File: src/reg_policy_pkg.sv
package reg_policy_pkg;

  // ----------------------------------------------------------------
  // widths and types
  // ----------------------------------------------------------------
  localparam int ADDR_W      = 8;
  localparam int IDX_W       = ADDR_W - 2;
  localparam int WORD_STRIDE = 4;
  typedef logic [31:0] word_t;

  // ----------------------------------------------------------------
  // register offsets (byte addresses)
  // ----------------------------------------------------------------
  localparam logic [ADDR_W-1:0] OFF_CTRL   = 8'h00;
  localparam logic [ADDR_W-1:0] OFF_STATUS = 8'h04;
  localparam logic [ADDR_W-1:0] OFF_CTX    = 8'h08;
  localparam logic [ADDR_W-1:0] OFF_WORD0  = 8'h10;

  // ----------------------------------------------------------------
  // field layouts and reset values
  // ----------------------------------------------------------------
  localparam int    CTRL_COUNT_EN   = 0;
  localparam int    CTRL_CTX_SEL    = 1;
  localparam int    CTRL_INDIRECT   = 2;
  localparam word_t CTRL_RW_MASK    = 32'h0000_0003;
  localparam word_t CTRL_RESET      = 32'h0000_0000;
  localparam int    STAT_WRAP       = 0;
  localparam int    STAT_CNT_LSB    = 8;
  localparam word_t STAT_ONE_MASK   = 32'hFF00_0000;
  localparam word_t STAT_ZERO_MASK  = 32'h00FF_00FE;
  localparam int    CTX_FIELD_LSB   = 8;
  localparam int    CTX_FIELD_W     = 8;
  localparam word_t CTX_RW_MASK     = 32'h0000_FFFF;
  localparam word_t CTX_CTXRES_MASK = 32'h0000_FF00;
  localparam word_t CTX_RESET       = 32'h0000_0000;

  // ----------------------------------------------------------------
  // default per-bit policy of the generic words
  // ----------------------------------------------------------------
  localparam word_t DEF_ZERO_MASK     = 32'hFF00_0000;
  localparam word_t DEF_ONE_MASK      = 32'h00FF_0000;
  localparam word_t DEF_RES_ZERO_MASK = 32'h0000_F000;
  localparam word_t DEF_RES_ONE_MASK  = 32'h0000_0F00;
  localparam word_t DEF_HARD_MASK     = 32'h0000_CC00;
  localparam word_t DEF_WORD_RESET    = 32'h0000_0F00;

  // ----------------------------------------------------------------
  // helpers
  // ----------------------------------------------------------------
  function automatic word_t lane_mask(input logic [3:0] be);
    word_t m;
    m = '0;
    for (int b = 0; b < 4; b++) begin
      m[b*8 +: 8] = {8{be[b]}};
    end
    return m;
  endfunction

  function automatic logic hit(input logic [IDX_W-1:0] idx, input logic [ADDR_W-1:0] off);
    return idx == off[ADDR_W-1:2];
  endfunction

endpackage

File: src/acc_if.sv
`timescale 1ns/1ps
interface acc_if;
  import reg_policy_pkg::*;

  logic             rd;
  logic             wr;
  logic [IDX_W-1:0] idx;
  word_t            wdata;
  logic [3:0]       be;
  word_t            rdata;

  modport front (output rd, wr, idx, wdata, be, input rdata);
  modport bank  (input rd, wr, idx, wdata, be, output rdata);
endinterface

File: src/avmm_front.sv
`timescale 1ns/1ps
module avmm_front (
  // clock and reset
  input  wire logic                               clk,
  input  wire logic                               rst_n,
  // avalon slave side
  input  wire logic [reg_policy_pkg::ADDR_W-1:0] address,
  input  wire logic                               read,
  input  wire logic                               write,
  input  wire reg_policy_pkg::word_t              writedata,
  input  wire logic [3:0]                         byteenable,
  output reg_policy_pkg::word_t                   readdata,
  output logic                                    waitrequest,
  // bank side
  acc_if.front                                    acc
);
  import reg_policy_pkg::*;

  logic take;

  // one access per request: waitrequest low for exactly one cycle
  assign take        = (read || write) && waitrequest;
  assign acc.rd      = read && waitrequest;
  assign acc.wr      = write && !read && waitrequest;
  assign acc.idx     = address[ADDR_W-1:2];
  assign acc.wdata   = writedata;
  assign acc.be      = byteenable;

  always_ff @(posedge clk or negedge rst_n) begin
    if (!rst_n) begin
      waitrequest <= 1'b1;
    end else begin
      waitrequest <= !take;
    end
  end

  always_ff @(posedge clk or negedge rst_n) begin
    if (!rst_n) begin
      readdata <= '0;
    end else if (acc.rd) begin
      readdata <= acc.rdata;
    end
  end
endmodule

File: src/policy_word.sv
`timescale 1ns/1ps
module policy_word #(
  parameter reg_policy_pkg::word_t ZERO_RD   = '0,
  parameter reg_policy_pkg::word_t ONE_RD    = '0,
  parameter reg_policy_pkg::word_t RES_ZERO  = '0,
  parameter reg_policy_pkg::word_t RES_ONE   = '0,
  parameter reg_policy_pkg::word_t HARDWIRED = '0,
  parameter reg_policy_pkg::word_t RESET_VAL = '0
) (
  // clock and reset
  input  wire logic                  clk,
  input  wire logic                  rst_n,
  // access
  input  wire logic                  wrEn,
  input  wire logic                  indirectWr,
  input  wire reg_policy_pkg::word_t wdata,
  input  wire reg_policy_pkg::word_t wmask,
  output reg_policy_pkg::word_t      rdata,
  output reg_policy_pkg::word_t      funcBits
);
  import reg_policy_pkg::*;

  localparam word_t RES_ANY = RES_ZERO | RES_ONE;
  localparam word_t FIXED   = ZERO_RD | ONE_RD | (RES_ANY & HARDWIRED);
  localparam word_t STORED  = ~FIXED;
  localparam word_t RES_W   = RES_ANY & ~HARDWIRED;
  localparam word_t FUNC    = STORED & ~RES_ANY;

  word_t store_r;

  // fixed bits are masked out of every store_r load and stay 0, so a write cannot reach them
  always_ff @(posedge clk or negedge rst_n) begin
    if (!rst_n) begin
      store_r <= RESET_VAL & STORED;
    end else if (wrEn) begin
      store_r <= (store_r & ~(wmask & STORED)) | (wdata & wmask & STORED);
    end else if (indirectWr) begin
      store_r <= (store_r & ~RES_W) | (RES_ONE & RES_W);
    end
  end

  assign rdata    = (store_r & STORED) | ONE_RD | (RES_ONE & HARDWIRED);
  assign funcBits = store_r & FUNC;
endmodule

File: src/reserved_field_policy_regs.sv
`timescale 1ns/1ps
module reserved_field_policy_regs #(
  parameter int NUM_WORDS = 4,
  parameter int CNT_W     = 8,
  parameter reg_policy_pkg::word_t ZERO_MASK     [NUM_WORDS] = '{default: reg_policy_pkg::DEF_ZERO_MASK},
  parameter reg_policy_pkg::word_t ONE_MASK      [NUM_WORDS] = '{default: reg_policy_pkg::DEF_ONE_MASK},
  parameter reg_policy_pkg::word_t RES_ZERO_MASK [NUM_WORDS] = '{default: reg_policy_pkg::DEF_RES_ZERO_MASK},
  parameter reg_policy_pkg::word_t RES_ONE_MASK  [NUM_WORDS] = '{default: reg_policy_pkg::DEF_RES_ONE_MASK},
  parameter reg_policy_pkg::word_t HARD_MASK     [NUM_WORDS] = '{default: reg_policy_pkg::DEF_HARD_MASK},
  parameter reg_policy_pkg::word_t WORD_RESET    [NUM_WORDS] = '{default: reg_policy_pkg::DEF_WORD_RESET}
) (
  // clock and reset
  input  wire logic                                   clk,
  input  wire logic                                   rst_n,
  // avalon-mm register bus
  input  wire logic [reg_policy_pkg::ADDR_W-1:0]     address,
  input  wire logic                                   read,
  input  wire logic                                   write,
  input  wire reg_policy_pkg::word_t                  writedata,
  input  wire logic [3:0]                             byteenable,
  output wire reg_policy_pkg::word_t                  readdata,
  output wire logic                                   waitrequest,
  // indirect write source
  input  wire logic                                   indirectWr,
  // functional outputs
  output logic [NUM_WORDS*32-1:0]                     funcOut,
  output logic [reg_policy_pkg::CTX_FIELD_W-1:0]      ctxOut,
  output logic                                        countRun,
  output logic                                        wrapFlag
);
  import reg_policy_pkg::*;

  // ----------------------------------------------------------------
  // bus front end
  // ----------------------------------------------------------------
  acc_if bus ();

  avmm_front u_front (
    .clk         (clk),
    .rst_n       (rst_n),
    .address     (address),
    .read        (read),
    .write       (write),
    .writedata   (writedata),
    .byteenable  (byteenable),
    .readdata    (readdata),
    .waitrequest (waitrequest),
    .acc         (bus.front)
  );

  // ----------------------------------------------------------------
  // access decode
  // ----------------------------------------------------------------
  word_t wmask;
  logic  ctrlWr;
  logic  statusWr;
  logic  ctxWr;
  logic  ctrlRd;
  logic  statusRd;
  logic  indirectCmd;
  logic  indirectPulse;

  assign wmask    = lane_mask(bus.be);
  assign ctrlWr   = bus.wr && hit(bus.idx, OFF_CTRL);
  assign statusWr = bus.wr && hit(bus.idx, OFF_STATUS);
  assign ctxWr    = bus.wr && hit(bus.idx, OFF_CTX);
  assign ctrlRd   = bus.rd && hit(bus.idx, OFF_CTRL);
  assign statusRd = bus.rd && hit(bus.idx, OFF_STATUS);

  // command bit is a strobe, not storage, so it always reads back 0
  assign indirectCmd   = ctrlWr && wmask[CTRL_INDIRECT] && bus.wdata[CTRL_INDIRECT];
  assign indirectPulse = indirectCmd || indirectWr;

  // ----------------------------------------------------------------
  // control register
  // ----------------------------------------------------------------
  word_t ctrl_r;
  word_t ctrl_nxt;
  logic  ctxReserved;

  always_comb begin
    ctrl_nxt = (ctrl_r & ~(wmask & CTRL_RW_MASK)) | (bus.wdata & wmask & CTRL_RW_MASK);
  end

  always_ff @(posedge clk or negedge rst_n) begin
    if (!rst_n) begin
      ctrl_r <= CTRL_RESET;
    end else if (ctrlWr) begin
      ctrl_r <= ctrl_nxt;
    end
  end

  assign ctxReserved = ctrl_r[CTRL_CTX_SEL];

  // ----------------------------------------------------------------
  // counter and sticky wrap flag
  // ----------------------------------------------------------------
  logic [CNT_W-1:0] count_r;
  logic             wrap_r;
  logic             wrapEvent;
  logic             wrapClr;

  assign wrapEvent = ctrl_r[CTRL_COUNT_EN] && (&count_r);
  assign wrapClr   = statusWr && wmask[STAT_WRAP] && bus.wdata[STAT_WRAP];

  always_ff @(posedge clk or negedge rst_n) begin
    if (!rst_n) begin
      count_r <= '0;
    end else if (ctrl_r[CTRL_COUNT_EN]) begin
      count_r <= count_r + 1'b1;
    end
  end

  // a wrap in the clearing cycle must not be lost
  always_ff @(posedge clk or negedge rst_n) begin
    if (!rst_n) begin
      wrap_r <= 1'b0;
    end else if (wrapEvent) begin
      wrap_r <= 1'b1;
    end else if (wrapClr) begin
      wrap_r <= 1'b0;
    end
  end

  // ----------------------------------------------------------------
  // context register
  // ----------------------------------------------------------------
  word_t ctx_r;
  word_t ctx_nxt;

  always_comb begin
    ctx_nxt = (ctx_r & ~(wmask & CTX_RW_MASK)) | (bus.wdata & wmask & CTX_RW_MASK);
  end

  // field is stored the same way in either context, so readback never
  // depends on which use the register had when it was written
  always_ff @(posedge clk or negedge rst_n) begin
    if (!rst_n) begin
      ctx_r <= CTX_RESET;
    end else if (ctxWr) begin
      ctx_r <= ctx_nxt;
    end else if (indirectPulse && ctxReserved) begin
      ctx_r <= ctx_r & ~CTX_CTXRES_MASK;
    end
  end

  // ----------------------------------------------------------------
  // generic policy words
  // ----------------------------------------------------------------
  word_t wordRd   [NUM_WORDS];
  word_t wordFunc [NUM_WORDS];
  logic  wordHit  [NUM_WORDS];

  for (genvar i = 0; i < NUM_WORDS; i++) begin : g_word
    assign wordHit[i] = hit(bus.idx, OFF_WORD0 + ADDR_W'(WORD_STRIDE * i));

    policy_word #(
      .ZERO_RD   (ZERO_MASK[i]),
      .ONE_RD    (ONE_MASK[i]),
      .RES_ZERO  (RES_ZERO_MASK[i]),
      .RES_ONE   (RES_ONE_MASK[i]),
      .HARDWIRED (HARD_MASK[i]),
      .RESET_VAL (WORD_RESET[i])
    ) u_word (
      .clk        (clk),
      .rst_n      (rst_n),
      .wrEn       (bus.wr && wordHit[i]),
      .indirectWr (indirectPulse),
      .wdata      (bus.wdata),
      .wmask      (wmask),
      .rdata      (wordRd[i]),
      .funcBits   (wordFunc[i])
    );
  end

  // ----------------------------------------------------------------
  // read mux
  // ----------------------------------------------------------------
  word_t rdMux;

  always_comb begin
    rdMux = '0;
    if (hit(bus.idx, OFF_CTRL)) begin
      rdMux = ctrl_r & CTRL_RW_MASK;
    end else if (hit(bus.idx, OFF_STATUS)) begin
      rdMux = STAT_ONE_MASK | (word_t'(count_r) << STAT_CNT_LSB) | word_t'(wrap_r);
    end else if (hit(bus.idx, OFF_CTX)) begin
      rdMux = ctx_r & CTX_RW_MASK;
    end else begin
      for (int i = 0; i < NUM_WORDS; i++) begin
        if (wordHit[i]) begin
          rdMux = wordRd[i];
        end
      end
    end
  end

  assign bus.rdata = rdMux;

  // ----------------------------------------------------------------
  // functional outputs
  // ----------------------------------------------------------------
  // reserved bits are masked out before the flop, never after it
  always_ff @(posedge clk or negedge rst_n) begin
    if (!rst_n) begin
      funcOut <= '0;
    end else begin
      for (int i = 0; i < NUM_WORDS; i++) begin
        funcOut[i*32 +: 32] <= wordFunc[i];
      end
    end
  end

  always_ff @(posedge clk or negedge rst_n) begin
    if (!rst_n) begin
      ctxOut <= '0;
    end else if (ctxReserved) begin
      ctxOut <= '0;
    end else begin
      ctxOut <= ctx_r[CTX_FIELD_LSB +: CTX_FIELD_W];
    end
  end

  always_ff @(posedge clk or negedge rst_n) begin
    if (!rst_n) begin
      countRun <= 1'b0;
      wrapFlag <= 1'b0;
    end else begin
      countRun <= ctrl_r[CTRL_COUNT_EN];
      wrapFlag <= wrap_r;
    end
  end

  // ----------------------------------------------------------------
  // mapped-address decode
  // ----------------------------------------------------------------
  logic anyWordHit;
  logic mappedIdx;

  // word offsets are not assumed one-hot, so or every hit together
  always_comb begin
    anyWordHit = 1'b0;
    for (int i = 0; i < NUM_WORDS; i++) begin
      anyWordHit = anyWordHit | wordHit[i];
    end
  end

  assign mappedIdx = anyWordHit || hit(bus.idx, OFF_CTRL) || hit(bus.idx, OFF_STATUS) || hit(bus.idx, OFF_CTX);
endmodule

File: config.mk
export PLATFORM = sky130hd
export DESIGN_NAME = reserved_field_policy_regs
export DESIGN_NICKNAME = d
export VERILOG_FILES = /design/src/reg_policy_pkg.sv /design/src/acc_if.sv /design/src/avmm_front.sv /design/src/policy_word.sv /design/src/reserved_field_policy_regs.sv
export SDC_FILE = /design/constraint.sdc
export NUM_CORES = 1
export LEC_CHECK = 0
export ABC_AREA = 0
export BUFFER_PORTS_ARGS = -buffer_cell sky130_fd_sc_hd__buf_2
export CORE_AREA = 2 2 148 186
export CTS_CLUSTER_DIAMETER = 30
export CTS_CLUSTER_SIZE = 40
export DETAILED_ROUTE_END_ITERATION = 8
export DIE_AREA = 0 0 150 188
export GPL_ROUTABILITY_DRIVEN = 1
export PLACE_DENSITY = 0.66
export SYNTH_ARGS = -nofsm -noshare
export SYNTH_HDL_FRONTEND = slang
export SYNTH_HIERARCHICAL = 1
export SYNTH_SLANG_ARGS = --single-unit
File: constraint.sdc
create_clock -name clk -period 4.75 [get_ports clk]
set_input_delay 0.2375 -clock clk [delete_from_list [all_inputs] [get_ports clk]]
set_output_delay 0.2375 -clock clk [all_outputs]
set_load 0.005 [all_outputs]
# == Word-level counts from Yosys, hierarchy flattened ==
# Index checks and enable logic that the tools add are counted.
# op_classes
n_addsub,1
eq_ne,6
mux,17
n_bitwise,17
n_reduce_logical,29
# op_table
operator,count
32-bit two-way mux,11
32-bit AND,6
32-bit by 14-bit bitwise OR with 32-bit output,4
14-bit NOT with 32-bit output,1
16-bit NOT with 32-bit output,1
2-bit NOT with 32-bit output,1
32-bit by 1-bit bitwise OR with 32-bit output,1
32-bit by 16-bit bitwise OR with 32-bit output,1
32-bit by 2-bit bitwise OR with 32-bit output,1
"6-bit by 3-bit equality test with 1-bit output, second input constant",4
24-bit two-way mux,1
1-bit logical AND,17
16-bit AND,1
16-bit two-way mux,1
14-bit two-way mux,1
2-bit nonzero test,6
"8-bit by 1-bit adder with 8-bit output, second input constant",1
8-bit two-way mux,1
8-bit AND reduction,1
"6-bit by 1-bit equality test with 1-bit output, second input constant",1
"6-bit by 2-bit equality test with 1-bit output, second input constant",1
6-bit logical NOT,1
1-bit logical NOT,2
1-bit logical OR,2
1-bit two-way mux,2
# word_totals
ff_bits,276
input_bits,49

# == Longest topological paths before layout ==
# logic_depth
ltp_word,10
mapped_depth,9

# == By module ==
# Netlist, hierarchy kept.
# by_module_without_submodules
module,n_inst,cells_each,area_each_um2
reserved_field_policy_regs,1,425,6263.5
policy_word,4,95,933.4
avmm_front,1,114,1670.4

# == Worst setup path before layout ==
# OpenSTA, ideal clock, no wires.
# synth_timing
kind,input to register
start,in address[4] (netlist bit)
end,reg g_word[1].u_word.store_r[1]
setup_time_ps,125
arrival_time_ps,2051
required_time_ps,4625
slack_ps,2574
path_stages,9
n_path_buf,5
cell_sequence,buf_4 buf_6 buf_4 clkbuf_1 nand3_1 nor3b_1 buf_6 nand2_1 mux2_4
# synth_between
elab_chain_len,3
# synth_rtl
element,line_no,rtl
"start, declared",reserved_field_policy_regs.sv:16,"input wire logic [reg_policy_pkg::ADDR_W-1:0] address,"
6-bit by 3-bit equality test with 1-bit output *,reg_policy_pkg.sv:60,return idx == off[ADDR_W-1:2];
1-bit logical AND *,reserved_field_policy_regs.sv:167,".wrEn (bus.wr && wordHit[i]),"
32-bit two-way mux,policy_word.sv:35,end else if (wrEn) begin
"end signal, assigned",policy_word.sv:34,store_r <= RESET_VAL & STORED;
"end signal, assigned",policy_word.sv:36,store_r <= (store_r & ~(wmask & STORED)) | (wdata & wmask & STORED);
"end signal, assigned",policy_word.sv:38,store_r <= (store_r & ~RES_W) | (RES_ONE & RES_W);
"end, declared",policy_word.sv:29,word_t store_r;
# Mark *: on every way between the ends. The rest lies on a longest branch, timed or not. The select of a mux whose other input is x is not followed.
# A chain may end at the register's enable or synchronous reset.

# == Final worst setup path ==
# layout_timing
start,reg u_front.waitrequest
end,reg g_word[0].u_word.store_r[1]
# layout_between
elab_chain_len,3
# layout_rtl
element,line_no,rtl
"start, declared",avmm_front.sv:13,"output logic waitrequest,"
"start signal, assigned",avmm_front.sv:33,waitrequest <= !take;
1-bit logical AND *,avmm_front.sv:24,assign acc.wr = write && !read && waitrequest;
net bus.wr,acc_if.sv:6,logic wr;
1-bit logical AND *,reserved_field_policy_regs.sv:167,
32-bit two-way mux,policy_word.sv:35,
"end signal, assigned",policy_word.sv:34,
"end signal, assigned",policy_word.sv:36,
"end signal, assigned",policy_word.sv:38,
"end, declared",policy_word.sv:29,
# The timed path passes the listed nets; every way through them passes the cells marked *. The select of a mux whose other input is x is not followed.

==> impl_metrics.yaml <==
clock_network:
  cts_htree_levels: 2
  cts_root_buf: "clkbuf_16"
  numCtsBuffers: 44
  cts_tree: "yes"
  path_clk_slew_ns: 0.05
  cts_sinks: 246
  cts_resized: 0
  clk_latency_ns: 0.52
  cts.path.max_buffers: 3
worst_setup_path:
  path_max_fanout: 15
  arrival_ns: 2.72
  critPathLaunchType: "flop"
  crit_required_ns: 5.15
  worstSetupEndpointType: "flop"
  path_class: "reg2reg"
sta:
  finalSetupTns_ns: 0
  slew_headroom_pct: 24.2
  finalSetupViolations: 0
  hold_violations: 0
  slew_violations: 0
  max_freq_ghz: 0.432
  tightest_slew_ns: 1.13
  rsz0062_at_grt: "no"
  final.min_clock_period_ns: 2.32
  layout_setup_ws_ns: 2.43
  fin_crit_sh_pct: 48.8
  finClkSkew_ns: 0.0164
global_route:
  antenna_found_initial: 1
  grt_pass1_wl_um: 36200
  overflow: 0
  grt_max_degree: 151
  grt_pass1_vias: 6950
  track_usage_pct: 16.3
logic_synthesis:
  syn_area_um2: 11500
  yosys_warnings: 6
  synth_cells: 900
  syn_area_per_cell_um2: 12.8
power:
  p_leak_uw: 0.00677
  pwr_density_cell_nw_per_um2: 431
  ir_drop_mv: 0.276
layout:
  nNetsFinal: 1109
  final_area_um2: 13200
  area_growth_pct: 14.7
  drive_gt1_share_pct: 37.1
  fillers: 2402
placement:
  gp_congestion: 0.771
  hpwlAfterDp_um: 15000
  pre_cts_slack_ns: 2.17
  placed_cell_area_um2: 11700
  io_buffers: 199
floorplanning:
  start_util_pct: 43.5
  die_y_um: 188
  coreArea_um2: 26500
  ios: 220
  rows: 67
  dieArea_um2: 28200
  die_x_um: 150
routing:
  ant_nets: 0
  drc: 0
  dr.pass1.iters: 4
  via_count: 6486
  routed_wl_um: 22700
  wl_per_cell_um: 15.8
  vias_per_cell: 4.51
  drt_iter0_drc: 181
flow_run:
  drv_cap: 0
outcome:
  status: "completed"
worst_hold_path:
  hold_path_class: "in2reg"
-- cell type report --
cell class	instances	area [um2]	share of cell area, %
clock buffer	49	1140	8.63
antenna	1	2.50	0.0189
timing repair buffer	215	1150	8.73
tap	345	432	3.26
clock inverter	30	348	2.63
multi-input combinational	549	3970	30.0
sequential	246	6170	46.6
inverter	3	11.3	0.0852
-- routing by layer --
layer	GRT usage (%)	up-vias	routed length, um
met5	0	-	0
met4	6.10	0	631
met3	6.35	46	1960
met2	26.8	200	11100
met1	19.2	3214	8970
li1	-	3026	-
-- placed cells by master, fill, tap and decap left out, types with 6 or more instances in the layout --
master / instances
a221oi_1: 8
dfrtp_1: 237
nor2b_1: 20
a2bb2oi_1: 6
buf_2: 198
mux2_2: 43
nand2b_1: 12
nand3_1: 12
clkbuf_16: 45
conb_1: 176
nor3_1: 18
dlygate4sd3_1: 6
inv_6: 7
a22oi_1: 8
mux2_4: 41
a21oi_1: 30
nand2_1: 45
mux4_2: 15
buf_4: 9
o22ai_1: 7
nor2_1: 7
mux2_1: 10
mux2i_1: 24
and3_1: 10
o21ai_0: 9
dfstp_2: 9
-- flip-flops by register name, indices dropped and copies added, names as in the netlist, named ones only --
register / cells
u_front/readdata: 32
countRun: 1
wrap_r: 1
funcOut: 128
g_word.u_word/store_r: 48
ctxOut: 8
u_front/waitrequest: 1
count_r: 8
ctx_r: 16
wrapFlag: 1
-- through the flow --
stage	cells	power [uW]	hold WS [ns]	util, %
4_1_cts	1437	5770	0.00107	49.9
5_1_grt	1438	5920	0.0226	49.9
3_5_place_dp	1352	2620	0.288	44.1
6_report	1438	5700	0.0207	49.9
3_3_place_gp	1352	2610	0.278	44.1
2_1_floorplan	1068	2590	-0.0581	-
-- worst max-delay path, cell delays in order (launching register included) --
cell and delay, ns:
dfstp_2 0.55, and3b_2 0.27, nor3b_2 0.25, and3_1 0.65, nand2_1 0.15, mux2_4 0.33
-- report_power, final --
part | internal, uW | switching [uW] | leakage (uW) | total, uW
Sequential | 2190 | 42.4 | 0.00317 | 2230
Clock | 1990 | 1110 | 0.000721 | 3110
Combinational | 156 | 205 | 0.00288 | 361
-- worst paths after layout --
kind                                                               from                                       to  slack, ns  cells after the start
worst max-delay path                      u_front/waitrequest$_DFF_PN1_  g_word[0].u_word/store_r[1]$_DFFE_PN0P_       2.43                      5
worst min-delay path                                       writedata[5]                     ctx_r[5]$_DFFE_PN0P_       0.02                      2
worst max register to register            u_front/waitrequest$_DFF_PN1_  g_word[0].u_word/store_r[1]$_DFFE_PN0P_       2.43                      5
worst min register to register  g_word[1].u_word/store_r[0]$_DFFE_PN0P_                    funcOut[32]$_DFF_PN0_       0.39                      0
max in group asynchronous                                         rst_n         u_front/readdata[11]$_DFFE_PN0P_       3.06                      3
min in group asynchronous                                         rst_n                    funcOut[86]$_DFF_PN0_       0.39                      2
-- timing repair --
item,CTS,global route
setup buffers,0,0
hold buffers,6,0
endpoints found under the hold margin,101,0
(Power assumes the default switching activity.)
